[config.mk]
export PLATFORM = sky130hd
export DESIGN_NAME = tcdp_top
export DESIGN_NICKNAME = d
export VERILOG_FILES = /design/src/tcdp_pkg.sv /design/src/tcdp_top.sv
export SDC_FILE = /design/constraint.sdc
export NUM_CORES = 1
export LEC_CHECK = 0
export ABC_AREA = 1
export ABC_CLOCK_PERIOD_IN_PS = 2170
export BUFFER_PORTS_ARGS = -buffer_cell sky130_fd_sc_hd__buf_2
export CORE_MARGIN = 4
export CORE_UTILIZATION = 50
export DETAILED_ROUTE_END_ITERATION = 10
export PLACE_DENSITY_LB_ADDON = 0.25
export SYNTH_ARGS = -nofsm -noshare
export SYNTH_HDL_FRONTEND = slang
export SYNTH_SLANG_ARGS = --single-unit
[constraint.sdc]
create_clock -name sys_clk_i -period 2.17 [get_ports sys_clk_i]
set_input_delay 0.3255 -clock sys_clk_i [delete_from_list [all_inputs] [get_ports sys_clk_i]]
set_output_delay 0.3255 -clock sys_clk_i [all_outputs]
set_load 0.01 [all_outputs]
[src/tcdp_pkg.sv]
// Purpose: Shared constants and types for the timer capture, DMA and
//          prescaler block.
// Assumes: 32-bit plain register port, 100 MHz system clock.
// Notes:   Offsets are word byte addresses on the plain register port.
package tcdp_pkg;

  // Register byte offsets
  localparam logic [7:0] TCDP_OFF_CAPB = 8'h00; // Capture value b (RO)
  localparam logic [7:0] TCDP_OFF_DMAEN = 8'h04; // DMA request enables
  localparam logic [7:0] TCDP_OFF_RUN = 8'h08; // Prescaler run control
  localparam logic [7:0] TCDP_OFF_CLKCFG = 8'h0c; // Clock selection
  localparam logic [7:0] TCDP_OFF_MASK = 8'h10; // Event mask register
  localparam logic [7:0] TCDP_OFF_FLAG = 8'h14; // Event flags, read clears
  localparam logic [7:0] TCDP_OFF_IRQMSK = 8'h18; // Interrupt line mask

  // Field positions
  localparam int TCDP_BIT_DMA_CAPA = 0; // Capture a enable
  localparam int TCDP_BIT_DMA_CAPB = 1; // Capture b enable
  localparam int TCDP_BIT_DMA_MATCH = 2; // Compare match enable
  localparam int TCDP_BIT_RUN = 0; // Prescaler run
  localparam int TCDP_BIT_DIRECT = 1; // Direct tick select
  localparam int TCDP_BIT_FPSEL = 3; // Peripheral clock source select
  localparam int TCDP_LSB_PRCK = 0; // Prescaler clock code, 3 bits
  localparam int TCDP_LSB_TSEL = 4; // Divided tick select, 2 bits

  // Reset values and the clock code for divide by 32
  localparam logic [2:0] TCDP_RST_DMAEN = 3'h0;
  localparam logic [2:0] TCDP_RST_EVT = 3'h0;
  localparam logic [3:0] TCDP_RST_PRESC = 4'h0;
  localparam logic [2:0] TCDP_PRCK_MAX = 3'h5; // Code for divide by 32

  // Event vector: bit0 capture a, bit1 capture b, bit2 match
  typedef logic [2:0] tcdp_evt_t;

  // Register port request
  typedef struct packed {
    logic [7:0] addr;
    logic [31:0] wdata;
    logic wr;
    logic rd;
  } tcdp_bus_t;

  // Whole block state
  typedef struct packed {
    logic [15:0] capb;
    tcdp_evt_t dmaen;
    logic run;
    logic direct;
    logic fpsel;
    logic [2:0] prck;
    logic [1:0] tsel;
    tcdp_evt_t mask;
    tcdp_evt_t flag;
    tcdp_evt_t irqmsk;
    logic [4:0] base_div;
    logic [3:0] presc;
    logic presc_ext; // Extra divide stage, read only by the /32 tap
    logic tick;
    tcdp_evt_t dreq;
    logic irq;
    logic [31:0] rdata;
  } tcdp_state_t;

endpackage

[src/tcdp_top.sv]
// Purpose: Capture register b, DMA request enables and 4-bit prescaler
//          of one 16-bit timer channel.
// Assumes: Events and counter value come from channel logic on sys_clk_i;
//          peripheral clock is modelled as enables from the clock unit.
// Notes:   All state is one packed struct registered in one process.
//
// Decided for this implementation: the placing of the registers and strobed register access.
`timescale 1ns/1ns
`default_nettype none

// No per-channel options exist, so every instance acts the same
module tcdp_top (
  input wire logic sys_clk_i, // 100 MHz system clock
  input wire logic rst_i, // Synchronous reset, active high
  input wire logic ce_i, // Clock enable, freezes all state
  input wire logic [7:0] addr_i, // Register byte address
  input wire logic [31:0] wdata_i, // Write data
  input wire logic wr_i, // Write strobe
  input wire logic rd_i, // Read strobe
  output logic [31:0] rdata_o, // Read data, cycle after strobe
  input wire logic gear_en_i, // One-cycle enable at the geared clock
  input wire logic osc_en_i, // One-cycle enable at oscillator clock
  input wire logic [15:0] up_counter_i, // Up-counter value
  input wire logic cap_a_i, // Capture into register a this cycle
  input wire logic cap_b_i, // Capture into register b this cycle
  input wire logic match_i, // Compare match this cycle
  output logic count_tick_o, // Source tick for the up-counter
  output logic [2:0] dma_req_o, // DMA requests: cap a, cap b, match
  output logic irq_o // Level interrupt
);

  tcdp_pkg::tcdp_state_t state_reg; // Registered state
  tcdp_pkg::tcdp_state_t state_next; // Next state
  tcdp_pkg::tcdp_bus_t bus; // Bundled request
  tcdp_pkg::tcdp_evt_t evt; // Events this cycle
  logic periph_en; // Peripheral clock enable
  logic base_en; // Base tick enable
  logic [4:0] div_mask; // Base divider terminal mask
  logic div_wrap; // Base divider terminal
  logic tap_hit; // Selected prescaler tap reached this base tick

  assign bus = '{addr: addr_i, wdata: wdata_i, wr: wr_i, rd: rd_i};
  assign evt = {match_i, cap_b_i, cap_a_i};

  // Peripheral clock picks gear or undivided oscillator
  assign periph_en = state_reg.fpsel ? osc_en_i : gear_en_i;

  // Base tick divider: terminal when masked low bits are all ones
  always_comb begin
    unique case (state_reg.prck)
      3'h0: div_mask = 5'h00;
      3'h1: div_mask = 5'h01;
      3'h2: div_mask = 5'h03;
      3'h3: div_mask = 5'h07;
      3'h4: div_mask = 5'h0f;
      default: div_mask = 5'h1f; // Codes above five behave as /32
    endcase
  end
  assign div_wrap = (state_reg.base_div & div_mask) == div_mask;
  assign base_en = periph_en && div_wrap;

  // Prescaler tap: direct tick, or /2, /8, /32 of base tick. The 4-bit
  // stage alone tops out at /16, so its wrap flips one extra bit that
  // only the /32 tap reads; select codes 2 and 3 both give /32.
  always_comb begin
    tap_hit = 1'b1; // Direct tick: every base tick counts
    if (!state_reg.direct) begin
      unique case (state_reg.tsel)
        2'h0: tap_hit = state_reg.presc[0]; // Every second base tick
        2'h1: tap_hit = &state_reg.presc[2:0]; // Every eighth
        default: tap_hit = &state_reg.presc && state_reg.presc_ext; // /32
      endcase
    end
  end

  // Next-state logic for the whole block
  always_comb begin
    state_next = state_reg;
    state_next.dreq = 3'h0;
    state_next.tick = 1'b0;
    // Capture b tracks the counter on each capture
    if (cap_b_i) begin
      state_next.capb = up_counter_i;
    end
    // Masked events still flag; set wins over read clear
    state_next.flag = (bus.rd && bus.addr == tcdp_pkg::TCDP_OFF_FLAG)
                      ? evt : (state_reg.flag | evt);
    // Pulse requests only for enabled and unmasked events; the request
    // rides the same edge that records the event, so it is one cycle
    state_next.dreq = evt & state_reg.dmaen
                      & state_reg.mask;
    // Prescaler: halted and cleared while run is low
    if (!state_reg.run) begin
      state_next.presc = tcdp_pkg::TCDP_RST_PRESC;
      state_next.presc_ext = 1'b0;
      state_next.base_div = 5'h00;
    end else if (base_en) begin
      // Base tick: restart the input divider and step the prescaler
      state_next.base_div = 5'h00;
      state_next.presc = state_reg.presc + 4'h1;
      // Extra stage flips on each wrap of the 4-bit count
      state_next.presc_ext = state_reg.presc_ext ^ (&state_reg.presc);
      state_next.tick = tap_hit;
    end else if (periph_en) begin
      // Peripheral clock edge short of the base tick: keep dividing
      state_next.base_div = state_reg.base_div + 5'h01;
    end
    // Register writes; unmapped addresses are ignored
    if (bus.wr) begin
      unique case (bus.addr)
        tcdp_pkg::TCDP_OFF_DMAEN: state_next.dmaen = bus.wdata[2:0];
        tcdp_pkg::TCDP_OFF_RUN: begin
          state_next.run = bus.wdata[tcdp_pkg::TCDP_BIT_RUN];
          state_next.direct = bus.wdata[tcdp_pkg::TCDP_BIT_DIRECT];
          state_next.tsel = bus.wdata[tcdp_pkg::TCDP_LSB_TSEL +: 2];
        end
        tcdp_pkg::TCDP_OFF_CLKCFG: begin
          state_next.prck = bus.wdata[tcdp_pkg::TCDP_LSB_PRCK +: 3];
          state_next.fpsel = bus.wdata[tcdp_pkg::TCDP_BIT_FPSEL];
        end
        tcdp_pkg::TCDP_OFF_MASK: state_next.mask = bus.wdata[2:0];
        tcdp_pkg::TCDP_OFF_IRQMSK: state_next.irqmsk = bus.wdata[2:0];
        default: ; // Read-only or unmapped: no effect
      endcase
    end
    // Read data, valid the cycle after the strobe only
    state_next.rdata = 32'h0;
    if (bus.rd) begin
      unique case (bus.addr)
        tcdp_pkg::TCDP_OFF_CAPB:
          state_next.rdata = {16'h0, state_reg.capb};
        tcdp_pkg::TCDP_OFF_DMAEN:
          state_next.rdata = {29'h0, state_reg.dmaen};
        tcdp_pkg::TCDP_OFF_RUN:
          state_next.rdata = {26'h0, state_reg.tsel, 2'h0,
                              state_reg.direct, state_reg.run};
        tcdp_pkg::TCDP_OFF_CLKCFG:
          state_next.rdata = {28'h0, state_reg.fpsel, state_reg.prck};
        tcdp_pkg::TCDP_OFF_MASK: state_next.rdata = {29'h0, state_reg.mask};
        tcdp_pkg::TCDP_OFF_FLAG: state_next.rdata = {29'h0, state_reg.flag};
        tcdp_pkg::TCDP_OFF_IRQMSK:
          state_next.rdata = {29'h0, state_reg.irqmsk};
        default: state_next.rdata = 32'h0; // Unmapped reads zero
      endcase
    end
    state_next.irq = |(state_next.flag & state_next.irqmsk);
  end

  // State register; capture value is left alone at reset
  always_ff @(posedge sys_clk_i) begin
    if (rst_i) begin
      state_reg.dmaen <= tcdp_pkg::TCDP_RST_DMAEN;
      state_reg.run <= 1'b0;
      state_reg.direct <= 1'b0;
      state_reg.fpsel <= 1'b0;
      state_reg.prck <= 3'h0;
      state_reg.tsel <= 2'h0;
      state_reg.mask <= tcdp_pkg::TCDP_RST_EVT;
      state_reg.flag <= tcdp_pkg::TCDP_RST_EVT;
      state_reg.irqmsk <= tcdp_pkg::TCDP_RST_EVT;
      state_reg.base_div <= 5'h00;
      state_reg.presc <= tcdp_pkg::TCDP_RST_PRESC;
      state_reg.presc_ext <= 1'b0;
      state_reg.tick <= 1'b0;
      state_reg.dreq <= 3'h0;
      state_reg.irq <= 1'b0;
      state_reg.rdata <= 32'h0;
      // Capture b is left out on purpose: its value stays undefined
      // until the first capture, and its upper half is a constant zero
    end else if (ce_i) begin
      // Clock enable low freezes every field, capture b included
      state_reg <= state_next;
    end
  end

  assign rdata_o = state_reg.rdata;
  assign count_tick_o = state_reg.tick;
  assign dma_req_o = state_reg.dreq;
  assign irq_o = state_reg.irq;

  // Checks
  // Enabled, unmasked match asks the DMA controller
  property p_dma_match;
    @(posedge sys_clk_i) disable iff (rst_i)
    (ce_i && match_i && state_reg.dmaen[2] && state_reg.mask[2])
      |=> dma_req_o[2];
  endproperty
  a_dma_match: assert property (p_dma_match)
    else $error("match dma lost");

  // Enabled, unmasked capture b asks the DMA controller
  property p_dma_capb;
    @(posedge sys_clk_i) disable iff (rst_i)
    (ce_i && cap_b_i && state_reg.dmaen[1] && state_reg.mask[1])
      |=> dma_req_o[1];
  endproperty
  a_dma_capb: assert property (p_dma_capb)
    else $error("capb dma lost");

  // Enabled, unmasked capture a asks the DMA controller
  property p_dma_capa;
    @(posedge sys_clk_i) disable iff (rst_i)
    (ce_i && cap_a_i && state_reg.dmaen[0] && state_reg.mask[0])
      |=> dma_req_o[0];
  endproperty
  a_dma_capa: assert property (p_dma_capa)
    else $error("capa dma lost");

  // Mask bit low blocks the match request even when enabled
  property p_masked;
    @(posedge sys_clk_i) disable iff (rst_i)
    (ce_i && !state_reg.mask[2]) |=> !dma_req_o[2];
  endproperty
  a_masked: assert property (p_masked)
    else $error("masked dma issued");

  // Match leaves its status bit set whatever the masks say
  property p_flag;
    @(posedge sys_clk_i) disable iff (rst_i)
    (ce_i && match_i) |=> state_reg.flag[2];
  endproperty
  a_flag: assert property (p_flag)
    else $error("flag not set");

  // Capture b holds the counter value seen at the capture
  property p_capb;
    @(posedge sys_clk_i) disable iff (rst_i)
    (ce_i && cap_b_i) |=> state_reg.capb == $past(up_counter_i);
  endproperty
  a_capb: assert property (p_capb)
    else $error("capture b wrong");

  // Run low clears the prescaler count
  property p_stop;
    @(posedge sys_clk_i) disable iff (rst_i)
    (ce_i && !state_reg.run) |=> state_reg.presc == 4'h0;
  endproperty
  a_stop: assert property (p_stop)
    else $error("prescaler not cleared");

  // Enable register reads zero above bit 2
  property p_dmaen_rd;
    @(posedge sys_clk_i) disable iff (rst_i)
    (ce_i && rd_i && addr_i == tcdp_pkg::TCDP_OFF_DMAEN)
      |=> rdata_o[31:3] == 29'h0;
  endproperty
  a_dmaen_rd: assert property (p_dmaen_rd)
    else $error("upper bits set");

  // A masked line stays low while the flag still records the match
  property p_noirq;
    @(posedge sys_clk_i) disable iff (rst_i)
    (ce_i && !wr_i && match_i && state_reg.irqmsk == 3'h0)
      |=> state_reg.flag[2] && !irq_o;
  endproperty
  a_noirq: assert property (p_noirq)
    else $error("irq unmasked");

  // Capture b upper half reads zero from reset on
  property p_capb_hi;
    @(posedge sys_clk_i) disable iff (rst_i)
    (ce_i && rd_i && addr_i == tcdp_pkg::TCDP_OFF_CAPB)
      |=> rdata_o[31:16] == 16'h0;
  endproperty
  a_capb_hi: assert property (p_capb_hi)
    else $error("capture b upper half set");

  // Reset leaves every DMA enable cleared and no request out
  property p_dmaen_rst;
    @(posedge sys_clk_i)
    rst_i |=> state_reg.dmaen == 3'h0 && dma_req_o == 3'h0;
  endproperty
  a_dmaen_rst: assert property (p_dmaen_rst)
    else $error("enables not cleared by reset");

  // A request only ever follows an event of the cycle before
  property p_no_evt;
    @(posedge sys_clk_i) disable iff (rst_i)
    (ce_i && evt == 3'h0) |=> dma_req_o == 3'h0;
  endproperty
  a_no_evt: assert property (p_no_evt)
    else $error("request without event");

  // A stopped prescaler sends no tick to the up-counter
  property p_tick_stop;
    @(posedge sys_clk_i) disable iff (rst_i)
    (ce_i && !state_reg.run) |=> !count_tick_o;
  endproperty
  a_tick_stop: assert property (p_tick_stop)
    else $error("tick while stopped");

  // Direct select passes every base tick straight through
  property p_direct;
    @(posedge sys_clk_i) disable iff (rst_i)
    (ce_i && state_reg.run && state_reg.direct && base_en) |=> count_tick_o;
  endproperty
  a_direct: assert property (p_direct)
    else $error("direct tick lost");

  // Geared source selected: no tick without a geared clock edge
  property p_gear;
    @(posedge sys_clk_i) disable iff (rst_i)
    (ce_i && !state_reg.fpsel && !gear_en_i) |=> !count_tick_o;
  endproperty
  a_gear: assert property (p_gear)
    else $error("tick off the geared clock");

  // Each base tick steps the 4-bit prescaler by one
  property p_presc_step;
    @(posedge sys_clk_i) disable iff (rst_i)
    (ce_i && state_reg.run && base_en)
      |=> state_reg.presc == $past(state_reg.presc) + 4'h1;
  endproperty
  a_presc_step: assert property (p_presc_step)
    else $error("prescaler did not step");

  c_match: cover property (@(posedge sys_clk_i) dma_req_o[2]);
  c_capb: cover property (@(posedge sys_clk_i) dma_req_o[1]);
  c_capa: cover property (@(posedge sys_clk_i) dma_req_o[0]);
  c_tick: cover property (@(posedge sys_clk_i) count_tick_o);
  c_irq: cover property (@(posedge sys_clk_i) irq_o);

endmodule

`default_nettype wire

==> flow_summary.toml, run 1 <==
[outcome]
status = "finished, final reports clean"

[placement]
dp_cells = 536
gp_congestion = 0.8836
placed_area_um2 = 3461
hpwl_um = 5331
portBuffers = 60

[power_and_ir_drop]
total_power_mw = 2.534
p_per_area_nw_per_um2 = 692.0
max-vdd-ir-drop_mv = 0.6243
p_leak_nw = 1.636

[cts]
cts_max_level = 3
cts_buffers = 9
cts.sinks = 67
postCtsHoldBufs = 0
post_cts_buffers = 0
clock-root-buffer = "clkbuf_8"
clk_pin_slew_worst_paths_ns = 0.08
cts_resized = 0
cts_tree = "done"
cts_max_path_buffers = 2
clock_latency_ns = 0.35

[sta]
tightest_slew_ns = 0.7951
rsz0062_at_grt = "no"
hold_viol = 0
period_share = 0.6484
relSlewSlack = 0.4694
drv_slew = 0
clock-skew-final_ns = 0.006041
fin_crit_ns = 1.407
tns_ns = 0
final-setup-viol-count = 0
fmax_mhz = 710.8

[layout]
drive_gt1_frac = 0.2168
antenna_cells = 0
final_common_cell = "nand2_1"
largest_reg_flops = 46
mostFrequentLayoutCells = "93 x nand2_1, 60 x buf_2, 51 x dfxtp_1"
nets = 540
stdcell_count = 552
syn_to_final_growth_pct = 10.79
layout.cell_area.non_filler_um2 = 3661
fin_util = 0.5733

[drt]
drc_errors = 0
via_per_inst = 5.100
drtIter0Drc = 115
post_drt_wl_per_cell_um = 12.96
drt.antenna.violating_nets = 0
dr.pass1.iters = 4
vias = 2815
finalWirelength_um = 7155

[grt]
antenna_found_initial = 0
first_global_vias = 2657
grt_pass1_wl_um = 11670
grt_util_all_layers = 0.1926
grt_overflow = 0
grt_max_degree = 26

[critical_path]
r2r-end = "count_tick_o$_SDFFE_PP0P_"
worst-path-max-fanout = 3
r2r_slack_ns = 0.76
reg2reg_from = "state_reg[38]$_SDFFE_PP0P_"
startpoint_type = "flop"
arrival_ns = 1.63
reg2reg_depth = 7
path_class = "reg -> reg"
required_ns = 2.40
cp-end-kind = "flop"

[min_path]
min_path_type = "in -> reg"
hold_depth = 1
min_to = "state_reg[77]$_DFFE_PP_"
worstHoldStart = "up_counter_i[10]"

[die]
die_x_um = 89.30
die_height_um = 89.30
num_rows = 29
pin_count = 103
core_um2 = 6386
start_util = 0.5174
die_area_um2 = 7974

[synth]
synthSimpleGateAreaFrac = 0.2794
syn_area_um2 = 3304
netlist_instances = 427
syn_area_per_cell_um2 = 7.739
synth_top_area_cell = "dfxtp_1"
ys_top_cells_by_area = "dfxtp_1 31%, edfxtp_1 15%, nand2_1 11%"
ys_warn_count = 0
synth_xor_area_frac = 0.007952
seq_area_frac_synth = 0.4544
ys_types = 33
synthAdderAreaFrac = 0.01515
synth_seq_cells = 67
synthMuxAreaShare = 0.003029
synth_top_family_by_area = "simple AND/OR/NAND/NOR gates"
synth_top_area_frac = 0.3090
synth-compound-area-share = 0.09769

[run]
drv_cap = 0
metal layers:
metal	vias to the layer above	wire, µm	global-route usage
met4	0	126	0.06495
met3	15	397	0.06083
met1	1299	2998	0.2297
met2	74	3632	0.3282
li1	1427	-	-
met5	-	0	0
Yosys cell counts, drive strengths merged:
cell type  count
dfxtp         51
xor2           3
mux2i          1
a21oi         30
o211a          1
nor2          57
nand2         98
nand3b         1
clkinv         2
o211ai         2
clkbuf         6
conb           1
or2            2
buf           40
nand4          6
o21ai         25
nand3         43
inv           37
edfxtp        16
and3           1
ha             4
per-stage QoR:
stage	setup WS (ns)	hold WS, ns
floorplan	0.3108	0.4244
global placement	0.5753	0.4532
detailed placement	0.5332	0.4558
CTS	0.7437	0.1343
global route	0.5941	0.1275
finish	0.7631	0.1460
how the worst max path moves through the flow:
stage                                       to  slack, ns                        from  cells past startpoint
detailed placement     rdata_o[0]$_SDFFE_PP0P_       0.53                   addr_i[1]                     10
CTS                 state_reg[46]$_SDFFE_PP0P_       0.74  state_reg[58]$_SDFFE_PP0P_                      7
global placement       rdata_o[0]$_SDFFE_PP0P_       0.58                   addr_i[1]                     10
global route        state_reg[46]$_SDFFE_PP0P_       0.59  state_reg[44]$_SDFFE_PP0P_                      9
finish               count_tick_o$_SDFFE_PP0P_       0.76  state_reg[38]$_SDFFE_PP0P_                      7
floorplan              state_reg[67]$_DFFE_PP_       0.31                        ce_i                      4
power by group:
part | internal (mW) | total, mW | switching, mW
Sequential | 1.30 | 1.32 | 0.0130
Combinational | 0.0564 | 0.175 | 0.119
Clock | 0.538 | 1.04 | 0.505
area by class of cell:
class / count / area [µm²]
multi-input combinational: 290 / 1393
clock buffer: 9 / 123.9
tap: 77 / 96.34
fill: 591 / 2725
timing repair buffer: 63 / 322.8
clock inverter: 7 / 76.32
inverter: 39 / 147.6
sequential: 67 / 1501
cell families after synthesis:
group | Yosys count
adders and majority gates | 4
other | 1
AOI/OAI and AO/OA | 58
DFF | 67
muxes | 1
buffers and inverters | 85
and+or+nand+nor | 208
xor gates and xnor gates | 3
worst max-delay path, stage by stage (launching register included):
cell,delay (ns)
dfxtp_1,0.34
ha_1,0.22
and3_1,0.19
ha_1,0.18
a21oi_1,0.13
o21ai_0,0.08
nand3_1,0.08
a21oi_1,0.06
No activity file was read; power rests on OpenSTA's default activity.
==> inputs of run 2 (changes only) <==
Settings changed: ABC_CLOCK_PERIOD_IN_PS 2170 to 1400.
Clock period 2.17 ns to 1.4 ns, I/O delays scaled along.
==> flow_summary.toml, run 2 (synthesis gave the netlist of run 1 again) <==
[layout]
syn_to_final_growth_pct = 15.34
largest_reg_flops = 46
antenna_cells = 0
multiInputGateArea_um2 = 1408
mostFrequentLayoutCells = "91 x nand2_1, 60 x buf_2, 48 x nor2_1"
nFillCells = 593
regArea_um2 = 1506
nets = 550
stdcell_count = 562
final_common_cell = "nand2_1"
drive_gt1_frac = 0.2536
fin_util = 0.5968

[run]
drv_cap = 0

[critical_path]
startpoint_type = "flop"
r2r_slack_ns = 0.08
path_class = "reg -> reg"
max_stage_delay_ns = 0.34
required_ns = 1.64
path_cells = "ha_2 -> and3_1 -> ha_1 -> a21oi_1 -> o21ai_1 -> nand3_1 -> a21oi_1"
cp-end-kind = "flop"
arrival_ns = 1.56
crit_path_frequent_cell = "a21oi_1"
worst-path-max-fanout = 3
critPathSlowestCell = "dfxtp_2"

[drt]
finalWirelength_um = 7159
wl_met2_um = 3698
drc_errors = 0
drt.antenna.violating_nets = 0
drtIter0Drc = 120
routed.top_layer = "met4"
via_per_inst = 4.970
post_drt_wl_per_cell_um = 12.74
vias = 2793
met1_length_um = 2959
dr.pass1.iters = 4
routed-wl-met3_um = 338

[power_and_ir_drop]
max-vdd-ir-drop_mv = 0.7660
power.internal_mw = 2.979
power_frac_comb = 0.075
switching_power_mw = 1.049
pwr-share-clk = 0.419
switching_share = 0.2604
seqPwrFrac = 0.506
p_per_area_nw_per_um2 = 1057
p_leak_nw = 1.704

[placement]
hpwl_um = 5285
portBuffers = 60
dp_cells = 546
gp_congestion = 0.8900

[sta]
hold_viol = 0
fin_crit_ns = 1.320
final-setup-viol-count = 0
rsz0062_at_grt = "no"
clock-skew-final_ns = 0.009267
period_share = 0.9432
drv_slew = 0
fmax_mhz = 757.3
tns_ns = 0

[grt]
grt_max_degree = 26
antenna_found_initial = 0
grt_overflow = 0
grt_pass1_wl_um = 11560
grt_util_all_layers = 0.1922
first_global_vias = 2588

[cts]
cts_resized = 0
cts_max_level = 3
cts_buffers = 9
cts_tree = "done"
clk_pin_slew_worst_paths_ns = 0.08
cts.sinks = 67
clock_latency_ns = 0.36
clock-root-buffer = "clkbuf_8"
post_cts_buffers = 0
postCtsHoldBufs = 0
cts_max_path_buffers = 2

[die]
start_util = 0.5174
die_x_um = 89.30
die_height_um = 89.30
pin_count = 103
die_area_um2 = 7974
num_rows = 29
core_um2 = 6386

[min_path]
min_path_type = "in -> reg"

[outcome]
status = "finished, final reports clean"
-- run 2: stage by stage --
step	hold slack [ns]	setup WS (ns)	instance area [µm²]	total power, mW
final	0.01850	0.07951	3811	4.028
after global routing	0.008224	0.004268	3811	4.164
after CTS	0.008672	0.02305	3799	4.055
after detailed placement	0.3881	0.03752	3593	2.380
after global placement	0.3860	0.04165	3593	2.375
after floorplan	0.3089	0.1001	3368	2.276
-- run 2: worst max-delay path: cells and delay by family, from the launching register on --
kind / cells / cell delay (ns)
adder cells (fa/ha/maj): 2 / 0.35
flip-flops: 1 / 0.34
AND/OR/NAND/NOR: 2 / 0.26
AO/OA/AOI/OAI: 3 / 0.26
-- run 2: layer usage --
layer	global-route usage	vias up
met5	0	-
met4	0.09066	0
met3	0.03687	11
met2	0.3322	65
met1	0.2292	1279
li1	-	1438
-- run 2: layout make-up --
type                            instances  share of cell area
Clock buffer                            9             0.03250
Clock inverter                          7             0.02134
Inverter                               39             0.03874
Multi-Input combinational cell        290              0.3693
Sequential cell                        67              0.3953
Tap cell                               77             0.02528
Timing Repair Buffer                   73              0.1175
-- run 2: path summary, 6_finish.rpt --
path                                                  from                   endpoint  depth (start not counted)
worst max-delay path            state_reg[38]$_SDFFE_PP0P_  count_tick_o$_SDFFE_PP0P_                          7
worst min-delay path                      up_counter_i[10]    state_reg[77]$_DFFE_PP_                          1
worst max register to register  state_reg[38]$_SDFFE_PP0P_  count_tick_o$_SDFFE_PP0P_                          7
worst min register to register    rdata_o[11]$_SDFFE_PP0P_   rdata_o[11]$_SDFFE_PP0P_                          2
-- run 2: power groups by stage --
stage / clock network, mW / registers [mW] / logic [mW]
after floorplan: 0 / 2.08 / 0.198
after global placement: 0 / 2.08 / 0.293
after detailed placement: 0 / 2.08 / 0.297
after CTS: 1.72 / 2.04 / 0.299
after global routing: 1.79 / 2.04 / 0.337
final: 1.69 / 2.04 / 0.301
